--- src/rtl/rtw_defines.svh ---
`ifndef RTW_DEFINES_SVH
`define RTW_DEFINES_SVH

// ==========================================================
// Timing
`define CLK_PERIOD_NS    10
`define RC_TICK_NS       1000
`define RC_DIV_CYCLES    (`RC_TICK_NS / `CLK_PERIOD_NS)
`define DRT_LONG_US      18000
`define DRT_SHORT_US     10
`define WDT_BASE_US      18000
`define DRT_LONG_TICKS   ((`DRT_LONG_US * 1000) / `RC_TICK_NS)
`define DRT_SHORT_TICKS  ((`DRT_SHORT_US * 1000) / `RC_TICK_NS)
`define WDT_BASE_TICKS   ((`WDT_BASE_US * 1000) / `RC_TICK_NS)

// ==========================================================
// Register map (byte addresses)
`define ADDR_OPTION      12'h000
`define ADDR_STATUS      12'h004
`define ADDR_COMMAND     12'h008
`define ADDR_IRQ_STATUS  12'h00C
`define ADDR_IRQ_CLEAR   12'h010
`define ADDR_IRQ_ENABLE  12'h014

// ==========================================================
// Fields and reset values
`define OPTION_RESET     8'hFF
`define STATUS_TO_BIT    4
`define STATUS_PD_BIT    3
`define STATUS_SLEEP_BIT 0
`define CMD_CLEAR_BIT    0
`define CMD_SLEEP_BIT    1
`define IRQ_WDT_BIT      0
`define IRQ_PIN_BIT      1
`define IRQ_WAKE_BIT     2
`define IRQ_RELEASE_BIT  3
`define IRQ_WIDTH        4

`endif

--- src/rtl/rtw_pkg.sv ---
package rtw_pkg;

  typedef enum logic [2:0] {
    internal_osc_mode       = 3'b000,
    external_rc_mode        = 3'b001,
    external_clock_mode     = 3'b010,
    high_speed_crystal_mode = 3'b011,
    standard_crystal_mode   = 3'b100,
    low_power_crystal_mode  = 3'b101
  } osc_mode_type;

  typedef struct packed {
    logic         reset_pin_enable;
    logic         watchdog_fuse_enable;
    osc_mode_type osc_mode;
  } config_type;

  typedef struct packed {
    logic       pin_wake_disable;
    logic       pullup_disable;
    logic       timer_clock_source;
    logic       timer_edge_select;
    logic       prescaler_assign;
    logic [2:0] prescale_rate;
  } option_type;

  typedef enum logic [1:0] {
    st_hold  = 2'b00,
    st_count = 2'b01,
    st_run   = 2'b10,
    st_sleep = 2'b11
  } seq_state_type;

endpackage

--- src/rtl/reset_timer_watchdog.sv ---
// Overview of operation
// - Erased pin-enable fuse: pin is active-low reset
// - Programmed fuse: internal reset inactive, pin input
// - Power-up sets latch, clears reset timer
// - Timer counts only while pin high; clears latch
// - Processor held in reset while timer active
// - Period by oscillator mode and reset type
// - Reset timer runs from dedicated RC tick
// - Watchdog timeout in sleep restarts reset timer
// - Four reset sources: power, pin, watchdog, wake
// - Watchdog counts from own RC, also asleep
// - Watchdog timeout resets, waking from sleep too
// - Watchdog reset clears active-low timeout flag
// - Watchdog fuse zero disables watchdog permanently
// - Base timeout 18 ms, prescaler up to 1:128
// - Clear instruction resets watchdog, and prescaler if assigned to it
// - Sleep instruction resets watchdog, and prescaler if assigned to it
//
// Register access over APB and the register offsets were left to the implementer.
`timescale 1ns/1ps
`include "rtw_defines.svh"

module reset_timer_watchdog #(
  parameter int unsigned RC_DIV          = `RC_DIV_CYCLES,
  parameter int unsigned DRT_LONG_TICKS  = `DRT_LONG_TICKS,
  parameter int unsigned DRT_SHORT_TICKS = `DRT_SHORT_TICKS,
  parameter int unsigned WDT_BASE_TICKS  = `WDT_BASE_TICKS
) (
  input  wire logic                clock,            // 100 MHz system clock
  input  wire logic                nrst,             // Power-on reset, active low
  input  wire rtw_pkg::config_type fuses,            // Configuration word bits
  input  wire logic                shared_reset_input_pin, // Shared reset/input pin level
  input  wire logic                pin_change_wake,  // Wake-on-change detected
  input  wire logic                psel,             // APB select
  input  wire logic                penable,          // APB enable
  input  wire logic                pwrite,           // APB direction
  input  wire logic [11:0]         paddr,            // APB byte address
  input  wire logic [31:0]         pwdata,           // APB write data
  output logic      [31:0]         prdata,           // APB read data
  output logic                     pready,           // APB ready
  output logic                     pslverr,          // APB error on unmapped address
  output logic                     core_reset,       // Processor reset, active high
  output logic                     general_input,    // Pin value as a plain input
  output rtw_pkg::option_type      option_bits,      // Option register to timer logic
  output logic                     irq               // Level interrupt
);

  // ==========================================================
  // Register bus decode
  logic setup_phase;
  logic access_wr;
  logic hit_option;
  logic hit_status;
  logic hit_command;
  logic hit_irq_status;
  logic hit_irq_clear;
  logic hit_irq_enable;
  logic mapped;

  assign setup_phase    = psel & ~penable;
  assign access_wr      = psel & penable & pwrite;
  assign hit_option     = (paddr == `ADDR_OPTION);
  assign hit_status     = (paddr == `ADDR_STATUS);
  assign hit_command    = (paddr == `ADDR_COMMAND);
  assign hit_irq_status = (paddr == `ADDR_IRQ_STATUS);
  assign hit_irq_clear  = (paddr == `ADDR_IRQ_CLEAR);
  assign hit_irq_enable = (paddr == `ADDR_IRQ_ENABLE);
  assign mapped         = hit_option | hit_status | hit_command | hit_irq_status
                        | hit_irq_clear | hit_irq_enable;
  assign pready         = 1'b1;
  assign pslverr        = psel & penable & ~mapped;

  logic wr_option;
  logic wr_command;
  logic wr_irq_clear;
  logic wr_irq_enable;
  logic clear_instr;
  logic sleep_instr;

  assign wr_option     = access_wr & hit_option;
  assign wr_command    = access_wr & hit_command;
  assign wr_irq_clear  = access_wr & hit_irq_clear;
  assign wr_irq_enable = access_wr & hit_irq_enable;
  assign clear_instr   = wr_command & pwdata[`CMD_CLEAR_BIT];
  assign sleep_instr   = wr_command & pwdata[`CMD_SLEEP_BIT];

  // ==========================================================
  // Dedicated RC oscillator, modelled as a tick enable
  logic [15:0] rc_div_q;
  logic        rc_tick;

  assign rc_tick = (rc_div_q == 16'(RC_DIV - 1));

  always_ff @(posedge clock or negedge nrst) begin
    if (!nrst) begin
      rc_div_q <= 16'h0000;
    end else begin
      rc_div_q <= rc_tick ? 16'h0000 : rc_div_q + 16'h0001;
    end
  end

  // ==========================================================
  // Reset pin selection
  logic reset_pin_n;

  // Programmed fuse ties the pin's reset function inactive
  assign reset_pin_n   = fuses.reset_pin_enable ? shared_reset_input_pin : 1'b1;
  assign general_input = shared_reset_input_pin;

  // ==========================================================
  // Sequencer state
  rtw_pkg::seq_state_type state_q;
  rtw_pkg::seq_state_type state_d;
  logic [31:0] drt_cnt_q;
  logic        drt_long_q;
  logic        drt_long_d;
  logic [31:0] wdt_cnt_q;
  logic [6:0]  pre_cnt_q;
  logic        timeout_flag_n_q;
  logic        power_down_n_q;
  rtw_pkg::option_type option_q;
  logic [`IRQ_WIDTH-1:0] irq_stat_q;
  logic [`IRQ_WIDTH-1:0] irq_en_q;

  logic pin_reset;
  logic wake_reset;
  logic wdt_timeout;
  logic any_reset;
  logic crystal_mode;
  logic drt_period_end;
  logic [31:0] drt_limit;

  assign crystal_mode = (fuses.osc_mode == rtw_pkg::high_speed_crystal_mode)
                      | (fuses.osc_mode == rtw_pkg::standard_crystal_mode)
                      | (fuses.osc_mode == rtw_pkg::low_power_crystal_mode);
  assign pin_reset    = ~reset_pin_n;
  assign wake_reset   = pin_change_wake & (state_q == rtw_pkg::st_sleep);
  assign any_reset    = pin_reset | wake_reset | wdt_timeout;
  // Crystals always need the long start-up time
  assign drt_long_d   = crystal_mode;
  assign drt_limit    = drt_long_q ? 32'(DRT_LONG_TICKS) : 32'(DRT_SHORT_TICKS);
  assign drt_period_end = rc_tick & (drt_cnt_q >= drt_limit - 32'd1);

  // Hold until pin high, then count ticks until the period ends
  always_comb begin
    state_d = state_q;
    unique case (state_q)
      rtw_pkg::st_hold: begin
        if (reset_pin_n) begin
          state_d = rtw_pkg::st_count;
        end
      end
      rtw_pkg::st_count: begin
        if (drt_period_end) begin
          state_d = rtw_pkg::st_run;
        end
      end
      rtw_pkg::st_run: begin
        if (sleep_instr) begin
          state_d = rtw_pkg::st_sleep;
        end
      end
      rtw_pkg::st_sleep: begin
        state_d = rtw_pkg::st_sleep;
      end
    endcase
    if (any_reset) begin
      state_d = rtw_pkg::st_hold;
    end
  end

  always_ff @(posedge clock or negedge nrst) begin
    if (!nrst) begin
      state_q    <= rtw_pkg::st_hold;
      drt_long_q <= 1'b1;
    end else begin
      state_q <= state_d;
      // A pin reset during the power-up hold must not shorten the power-up period
      if (any_reset && (state_q == rtw_pkg::st_run || state_q == rtw_pkg::st_sleep)) begin
        drt_long_q <= drt_long_d;
      end
    end
  end

  // ==========================================================
  // Device reset timer
  always_ff @(posedge clock or negedge nrst) begin
    if (!nrst) begin
      drt_cnt_q <= 32'h0000_0000;
    end else if (state_q != rtw_pkg::st_count || any_reset) begin
      drt_cnt_q <= 32'h0000_0000;
    end else if (rc_tick) begin
      drt_cnt_q <= drt_cnt_q + 32'd1;
    end
  end

  // Latch is the hold and count states; the pin also resets directly
  assign core_reset = (state_q == rtw_pkg::st_hold) | (state_q == rtw_pkg::st_count)
                    | pin_reset;

  // ==========================================================
  // Watchdog and shared prescaler
  logic       wdt_enabled;
  logic       wdt_clear;
  logic       pre_to_wdt;
  logic       wdt_step;
  logic [6:0] pre_mask;

  assign wdt_enabled = fuses.watchdog_fuse_enable;
  assign pre_to_wdt  = option_q.prescaler_assign;
  assign pre_mask    = 7'((8'h01 << option_q.prescale_rate) - 8'h01);
  // Clears also on every device reset, so each wake starts fresh
  assign wdt_clear   = clear_instr | sleep_instr | any_reset;
  assign wdt_step    = rc_tick & (~pre_to_wdt | ((pre_cnt_q & pre_mask) == pre_mask));
  assign wdt_timeout = wdt_enabled & wdt_step
                     & (wdt_cnt_q == 32'(WDT_BASE_TICKS) - 32'd1);

  always_ff @(posedge clock or negedge nrst) begin
    if (!nrst) begin
      wdt_cnt_q <= 32'h0000_0000;
      pre_cnt_q <= 7'h00;
    end else if (!wdt_enabled) begin
      wdt_cnt_q <= 32'h0000_0000;
      pre_cnt_q <= 7'h00;
    end else if (wdt_clear) begin
      wdt_cnt_q <= 32'h0000_0000;
      if (pre_to_wdt) begin
        pre_cnt_q <= 7'h00;
      end
    end else begin
      if (rc_tick && pre_to_wdt) begin
        pre_cnt_q <= pre_cnt_q + 7'h01;
      end
      if (wdt_step) begin
        wdt_cnt_q <= wdt_cnt_q + 32'd1;
      end
    end
  end

  // ==========================================================
  // Status flags
  always_ff @(posedge clock or negedge nrst) begin
    if (!nrst) begin
      timeout_flag_n_q <= 1'b1;
      power_down_n_q   <= 1'b1;
    end else if (wdt_timeout) begin
      timeout_flag_n_q <= 1'b0;
    end else if (clear_instr) begin
      timeout_flag_n_q <= 1'b1;
      power_down_n_q   <= 1'b1;
    end else if (sleep_instr) begin
      timeout_flag_n_q <= 1'b1;
      power_down_n_q   <= 1'b0;
    end
  end

  // ==========================================================
  // Option register, back to all ones on any device reset
  always_ff @(posedge clock or negedge nrst) begin
    if (!nrst) begin
      option_q <= `OPTION_RESET;
    end else if (any_reset) begin
      option_q <= `OPTION_RESET;
    end else if (wr_option) begin
      option_q <= pwdata[7:0];
    end
  end

  assign option_bits = option_q;

  // ==========================================================
  // Interrupts: set wins over a clear in the same cycle
  logic [`IRQ_WIDTH-1:0] irq_events;

  assign irq_events[`IRQ_WDT_BIT]     = wdt_timeout;
  assign irq_events[`IRQ_PIN_BIT]     = pin_reset;
  assign irq_events[`IRQ_WAKE_BIT]    = wake_reset;
  assign irq_events[`IRQ_RELEASE_BIT] = drt_period_end & (state_q == rtw_pkg::st_count);

  always_ff @(posedge clock or negedge nrst) begin
    if (!nrst) begin
      irq_stat_q <= '0;
      irq_en_q   <= '0;
    end else begin
      irq_stat_q <= (irq_stat_q & ~(wr_irq_clear ? pwdata[`IRQ_WIDTH-1:0] : '0))
                  | irq_events;
      if (wr_irq_enable) begin
        irq_en_q <= pwdata[`IRQ_WIDTH-1:0];
      end
    end
  end

  assign irq = |(irq_stat_q & irq_en_q);

  // ==========================================================
  // Read data, captured in the setup phase
  logic [31:0] status_word;
  logic [31:0] read_mux;

  assign status_word = {27'h0, timeout_flag_n_q, power_down_n_q, 2'b00,
                        (state_q == rtw_pkg::st_sleep)};
  // Option register is write-only and reads as zero
  assign read_mux = hit_status     ? status_word
                  : hit_irq_status ? {28'h0, irq_stat_q}
                  : hit_irq_enable ? {28'h0, irq_en_q}
                  : 32'h0000_0000;

  always_ff @(posedge clock or negedge nrst) begin
    if (!nrst) begin
      prdata <= 32'h0000_0000;
    end else if (setup_phase && !pwrite) begin
      prdata <= read_mux;
    end
  end

endmodule

--- config.mk ---
export PLATFORM = sky130hd
export DESIGN_NAME = reset_timer_watchdog
export DESIGN_NICKNAME = d
export VERILOG_FILES = /design/src/rtl/rtw_pkg.sv /design/src/rtl/reset_timer_watchdog.sv
export VERILOG_INCLUDE_DIRS = /design/src /design/src/rtl
export SDC_FILE = /design/constraint.sdc
export NUM_CORES = 1
export LEC_CHECK = 0
export BUFFER_PORTS_ARGS = -buffer_cell sky130_fd_sc_hd__clkbuf_2
export CORE_AREA = 2 2 149 151
export CTS_BUF_LIST = sky130_fd_sc_hd__clkbuf_8 sky130_fd_sc_hd__clkbuf_16
export CTS_CLUSTER_DIAMETER = 120
export CTS_CLUSTER_SIZE = 12
export DETAILED_ROUTE_END_ITERATION = 8
export DIE_AREA = 0 0 151 153
export GPL_ROUTABILITY_DRIVEN = 0
export RECOVER_POWER = 100
export SYNTH_ARGS = -nofsm -noshare
export SYNTH_HDL_FRONTEND = slang
export SYNTH_SLANG_ARGS = --single-unit
--- constraint.sdc ---
create_clock -name clock -period 4.1 [get_ports clock]
set_input_delay 0.615 -clock clock [delete_from_list [all_inputs] [get_ports clock]]
set_output_delay 0.615 -clock clock [all_outputs]
set_load 0.01 [all_outputs]
# Word-level counts from Yosys, hierarchy flattened
# Cells that the tools add are included.
classes:
  n_addsub: 6
  order_cmp: 1
  n_eq_ne: 21
  shift: 1
  mux: 28
  n_bitwise: 40
  reduce_logical: 16
ops:
  columns: ["op", "n"]
  rows:
  - ["two-way mux 32 bit", 5]
  - ["adder 32 x 1 -> 32 bit (second input constant)", 2]
  - ["equality test 32 x 15 -> 1 bit (second input constant)", 1]
  - ["greater-or-equal comparator 32 bit", 1]
  - ["two-way mux 7 bit", 4]
  - ["equality test 12 x 4 -> 1 bit (second input constant)", 2]
  - ["equality test 12 x 5 -> 1 bit (second input constant)", 2]
  - ["adder 16 x 1 -> 16 bit (second input constant)", 1]
  - ["AND 1 bit", 16]
  - ["equality test 16 x 7 -> 1 bit (second input constant)", 1]
  - ["two-way mux 16 bit", 1]
  - ["two-way mux 8 bit", 2]
  - ["subtractor 15 x 1 -> 16 bit (second input constant)", 1]
  - ["two-way mux 15 bit", 1]
  - ["OR 1 bit", 14]
  - ["equality test 12 x 3 -> 1 bit (second input constant)", 1]
  - ["zero test 12 bit", 1]
  - ["two-way mux 4 bit", 3]
  - ["!= test 3 bit (second input constant)", 4]
  - ["AND 4 bit", 2]
  - ["two-way mux 2 bit", 4]
  - ["one-hot mux 2 bit (4 select lines)", 1]
  - ["adder 7 x 1 -> 7 bit (second input constant)", 1]
  - ["AND 7 bit", 1]
  - ["23 further kinds", 41]
word_totals:
  reg_bits: 140
  input_bits: 56
  out_inout_bits: 45
  wordCells: 130

# Longest topological paths before layout
depth:
  depth_word: 12
  mapped_depth: 9
  depth_no_buf: 8

# Worst setup path after synthesis
# OpenSTA, ideal clock, no wires.
synth_path:
  path_type: "reg2reg"
  from: "register rc_div_q[0]"
  to: "register pre_cnt_q[5]"
  setup_time_ns: 0.146
  t_arrival_ns: 2.233
  required_ns: 3.954
  setup_slack_ns: 1.722
  stages_incl_launch_ff: 10
  path_buffers: 2
  period_less_slack_ns: 2.378
  path_cell_list: "dfrtp_1 -> ha_1 -> nor4b_1 -> and4_1 -> buf_2 -> nand2_1 -> nor4b_4 -> or4_1 -> clkbuf_1 -> o311ai_0"
synth_between:
  elab_chain_cells: 8
  elab_cells_between_ends: 12
  classes_between: "eq/ne: 3; mux: 2; bitwise: 5; reduce/logical: 2"
synth_rtl:
  columns: ["element", "line_no", "text"]
  rows:
  - ["start: declaration", "reset_timer_watchdog.sv:89", "logic [15:0] rc_div_q;"]
  - ["start signal: assignment", "reset_timer_watchdog.sv:98", "rc_div_q <= rc_tick ? 16'h0000 : rc_div_q + 16'h0001;"]
  - ["equality test 16 x 7 -> 1 bit (*)", "reset_timer_watchdog.sv:92", "assign rc_tick = (rc_div_q == 16'(RC_DIV - 1));"]
  - ["AND 1 bit", "reset_timer_watchdog.sv:214", "assign wdt_step = rc_tick & (~pre_to_wdt | ((pre_cnt_q & pre_mask) == pre_mask));"]
  - ["AND 1 bit", "reset_timer_watchdog.sv:215", "assign wdt_timeout = wdt_enabled & wdt_step"]
  - ["AND 1 bit", "reset_timer_watchdog.sv:216", "& (wdt_cnt_q == 32'(WDT_BASE_TICKS) - 32'd1);"]
  - ["OR 1 bit", "reset_timer_watchdog.sv:138", "assign any_reset = pin_reset | wake_reset | wdt_timeout;"]
  - ["OR 1 bit", "reset_timer_watchdog.sv:213", "assign wdt_clear = clear_instr | sleep_instr | any_reset;"]
  - ["!= test 3 x 1 -> 1 bit (no source line) (tied with other cells)", null, null]
  - ["AND reduction 2 bit (no source line) or two-way mux 7 bit (tied branches)", null, null]
  - ["end signal: assignment", "reset_timer_watchdog.sv:232", "pre_cnt_q <= pre_cnt_q + 7'h01;"]
  - ["end: declaration", "reset_timer_watchdog.sv:118", "logic [6:0] pre_cnt_q;"]
# Mark *: on every way between the ends. The rest lies on a longest branch, timed or not.
# A chain may end at the register's enable or synchronous reset.

# Worst setup path after layout
layout_path:
  from: "register option_q (netlist bit option_bits[1])"
  to: "register pre_cnt_q[5]"
layout_between:
  elab_chain_cells: 12
  elab_cells_between_ends: 15
  classes_between: "add/sub: 1; eq/ne: 3; shift: 1; mux: 2; bitwise: 7; reduce/logical: 1"
layout_rtl:
  columns: ["element", "line_no", "text"]
  rows:
  - ["start: declaration", "reset_timer_watchdog.sv:121", "rtw_pkg::option_type option_q;"]
  - ["start signal: assignment", "reset_timer_watchdog.sv:261", "option_q <= `OPTION_RESET;"]
  - ["start signal: assignment", "reset_timer_watchdog.sv:263", "option_q <= `OPTION_RESET;"]
  - ["start signal: assignment", "reset_timer_watchdog.sv:265", "option_q <= pwdata[7:0];"]
  - ["left shift 1 x 3 -> 7 bit (*)", "reset_timer_watchdog.sv:211", "assign pre_mask = 7'((8'h01 << option_q.prescale_rate) - 8'h01);"]
  - ["subtractor 7 x 1 -> 7 bit (*)", "reset_timer_watchdog.sv:211", null]
  - ["AND 7 bit", "reset_timer_watchdog.sv:214", null]
  - ["equality test 7 bit (*)", "reset_timer_watchdog.sv:214", null]
  - ["OR 1 bit (*)", "reset_timer_watchdog.sv:214", null]
  - ["AND 1 bit (*)", "reset_timer_watchdog.sv:214", null]
  - ["AND 1 bit (*)", "reset_timer_watchdog.sv:215", null]
  - ["AND 1 bit (*)", "reset_timer_watchdog.sv:216", null]
  - ["OR 1 bit (*)", "reset_timer_watchdog.sv:138", null]
  - ["OR 1 bit (*)", "reset_timer_watchdog.sv:213", null]
  - ["!= test 3 x 1 -> 1 bit (no source line) (tied with other cells)", null, null]
  - ["AND reduction 2 bit (no source line) or two-way mux 7 bit (tied branches)", null, null]
# Marks and branches as above.

==> results.cfg <==
[grt]
grt_max_degree = 68
overflow = 0
grt_usage_pct = 12.8
grt_pass1_vias = 4933
busiest_layer = met2
grt_antenna_before_repair = 0
grt_use_met2_pct = 20.3
met3_usage_pct = 3.79
grt_pass1_wl_um = 23900
grtUsageMet1_pct = 17.0

[clocking]
cts-resized-gates = 0
worstSkewPairLatency_ns = 0.43
cts_setup_buffers = 0
cts.sinks = 113
numCtsBuffers = 17
clockBufferDepth = 2
htreeDepth = 4
hold_buffers = 0
cts_root_buffer = clkbuf_16
path_clk_slew_ns = 0.05
cts_tree = done

[synth]
synthArstFlopShare_pct = 100
synth-edff-count = 0
synth_area_um2 = 6380
ys_seq_area_share_pct = 44.5
yosys_warnings = 0
synth_top_area_share_pct = 40.0
synth_largest_area_cell = dfrtp_1
synthDistinctLibCells = 57
syn-instance-count = 711
synth.avg_cell_area_um2 = 8.98
synth.area.top_cells = dfrtp_1 40%, xnor2_1 6.4%, nor2_1 5.3%, nand2_1 4.6%, dfstp_2 4.5%
ys_seq_elements = 113
synth-main-ff-cell = dfrtp_1

[final_layout]
post-route-util_pct = 33.9
fillers = 2242
antenna_cells = 0
instances_no_fill = 1046
synthToLayoutAreaGrowth_pct = 14.1
nets = 819
drive_gt1_share_pct = 10.6

[sta]
whs_ns = 0.392
timing.setup.tns_ns = 0
finalCriticalPeriod_ns = 3.06
setup_viol = 0
timing.final.crit_share_pct = 74.6
relSlewSlack_pct = -12.5
worstMarginPinSlew_ns = 1.69
rsz0062_at_grt = no
maxSlewViolCount = 68
hold_viol_final = 0
max_freq_mhz = 327
fin_skew_ns = 0.00990

[drt]
wl_um = 14300
vias = 5211
drc_errors = 0
routed_via_density = 4.98
avgRoutedWirePerCell_um = 13.7
drt_first_pass_iters = 5
ant_nets = 0
dr.first_iter.drc_count = 269

[placed_design]
numPortBuffers = 48
dpl.hpwl_um = 9740
dp_cells = 1014

[setup_path]
cp_max_fo = 26
crit_buf_inv = 0
startpoint_type = flop
cp.arrival_ns = 3.36
end_kind = flop
crit_path_cell_trace = nand2b_1 -> a21boi_0 -> o21a_1 -> nor4b_4 -> or4_1 -> o311ai_0
required_ns = 4.41
cp_slowest_cell = o21a_1
cpPeakStageDelay_ns = 0.82
crit_family = compound AO/OA/AOI/OAI gates
critPathKind = reg -> reg

[run_status]
violations = capacitance limit, slew limit
status = finished with violations

[die]
die_w_um = 151
start_util_pct = 29.7
die_h_um = 153
rows = 54
core_area_um2 = 21500
io-pin-count = 101
dieArea_um2 = 23100

[pwr]
p_per_area_nw_per_um2 = 365
ir_drop_v = 0.000238
p_leak_nw = 3.03

[worst_hold_path]
hp-class = in -> reg

[flow_run]
cap_violations = 2
## cell families after synthesis
family / Yosys count / share of synthesized area, %
simple gates: 380 / 30.4
fa+ha+maj: 10 / 1.96
other cells: 2 / 0.118
mux: 8 / 1.35
compound gates: 59 / 6.02
flops: 113 / 44.5
buf+inv: 70 / 6.17
xor+xnor: 69 / 9.47
## cells in the mapped netlist (all sizes together), types with 4 or more instances
library cell,n
a21oi,14
a22oi,4
and2,5
and3,19
and4,7
buf,46
clkbuf,10
dfrtp,102
dfstp,11
ha,10
inv,14
mux2,5
nand2,79
nand2b,5
nand3,48
nand4,37
nor2,90
nor2b,4
nor3,27
nor4,29
nor4b,8
o21ai,16
or3,9
or4,4
xnor2,47
xor2,22
## cell type report
cell class              count  area, um^2  share of cell area, %
repair buffers             53         248                   3.40
inverters                  14        52.6                  0.721
multi-input cells         554        3240                   44.4
clock buffers              17         425                   5.84
clock inverters            15         130                   1.79
flip-flops and latches    113        2840                   39.0
well taps                 280         350                   4.81
## worst min-delay path, delay by kind of cell
kind	cells	cell delay, ns
buffers and inverters	1	0.08
AND/OR/NAND/NOR	2	0.11
## metrics by stage
stage / power [W] / area [um^2] / setup WS (ns)
global placement: 0.00129 / 6770 / 1.10
CTS: 0.00269 / 7330 / 1.04
finish: 0.00266 / 7290 / 1.04
global route: 0.00275 / 7290 / 0.672
floorplan: 0.00124 / 6480 / 1.72
detailed placement: 0.00129 / 6770 / 1.06
## placed cells by master, fill, tap and decap left out, drive strengths merged, types with 7 or more instances in the layout
cell type	Yosys	routed
nand4	37	37
clkbuf	10	69
nand2	79	79
ha	10	10
nor3	27	27
nor2	90	90
nor4b	8	8
xor2	22	22
and3	19	19
and4	7	7
clkinv	0	8
or3	9	9
inv	14	17
dfstp	11	11
conb	2	28
dfrtp	102	102
a21oi	14	14
nand3	48	48
o21ai	16	16
xnor2	47	47
nor4	29	29
## flip-flops by register name, summed over array words and instances, names as in the netlist
register and cells:
irq_stat_q 4, option_bits 7, prdata 5, drt_long_q 1, drt_cnt_q 32, wdt_cnt_q 32, rc_div_q 16, pre_to_wdt 1
state_q 2, irq_en_q 4, timeout_flag_n_q 1, pre_cnt_q 7, power_down_n_q 1
## where the power goes
group	internal [W]	switching, W	leakage, nW
sequential	0.00113	0.00000632	1.50
combinational	0.0000349	0.0000945	1.24
clock	0.000876	0.000516	0.286
total	0.00204	0.000617	3.03
## final timing paths
kind / start / to / slack, ns / depth (start not counted)
max reg2reg: option_bits[1] / pre_cnt_q[5] / 1.04 / 6
max: option_bits[1] / pre_cnt_q[5] / 1.04 / 6
min reg2reg: option_bits[7] / option_bits[7] / 0.48 / 2
max in group asynchronous: nrst / rc_div_q[4] / 1.34 / 2
min in group asynchronous: nrst / wdt_cnt_q[9] / 0.64 / 1
min: pwdata[4] / option_bits[4] / 0.39 / 3
## layer usage
layer	wire, um	share of wire [%]
met5	0	0
met4	261	1.8
met3	431	3.0
met2	6740	47
met1	6850	48
Power figures use the tool's default switching activity.
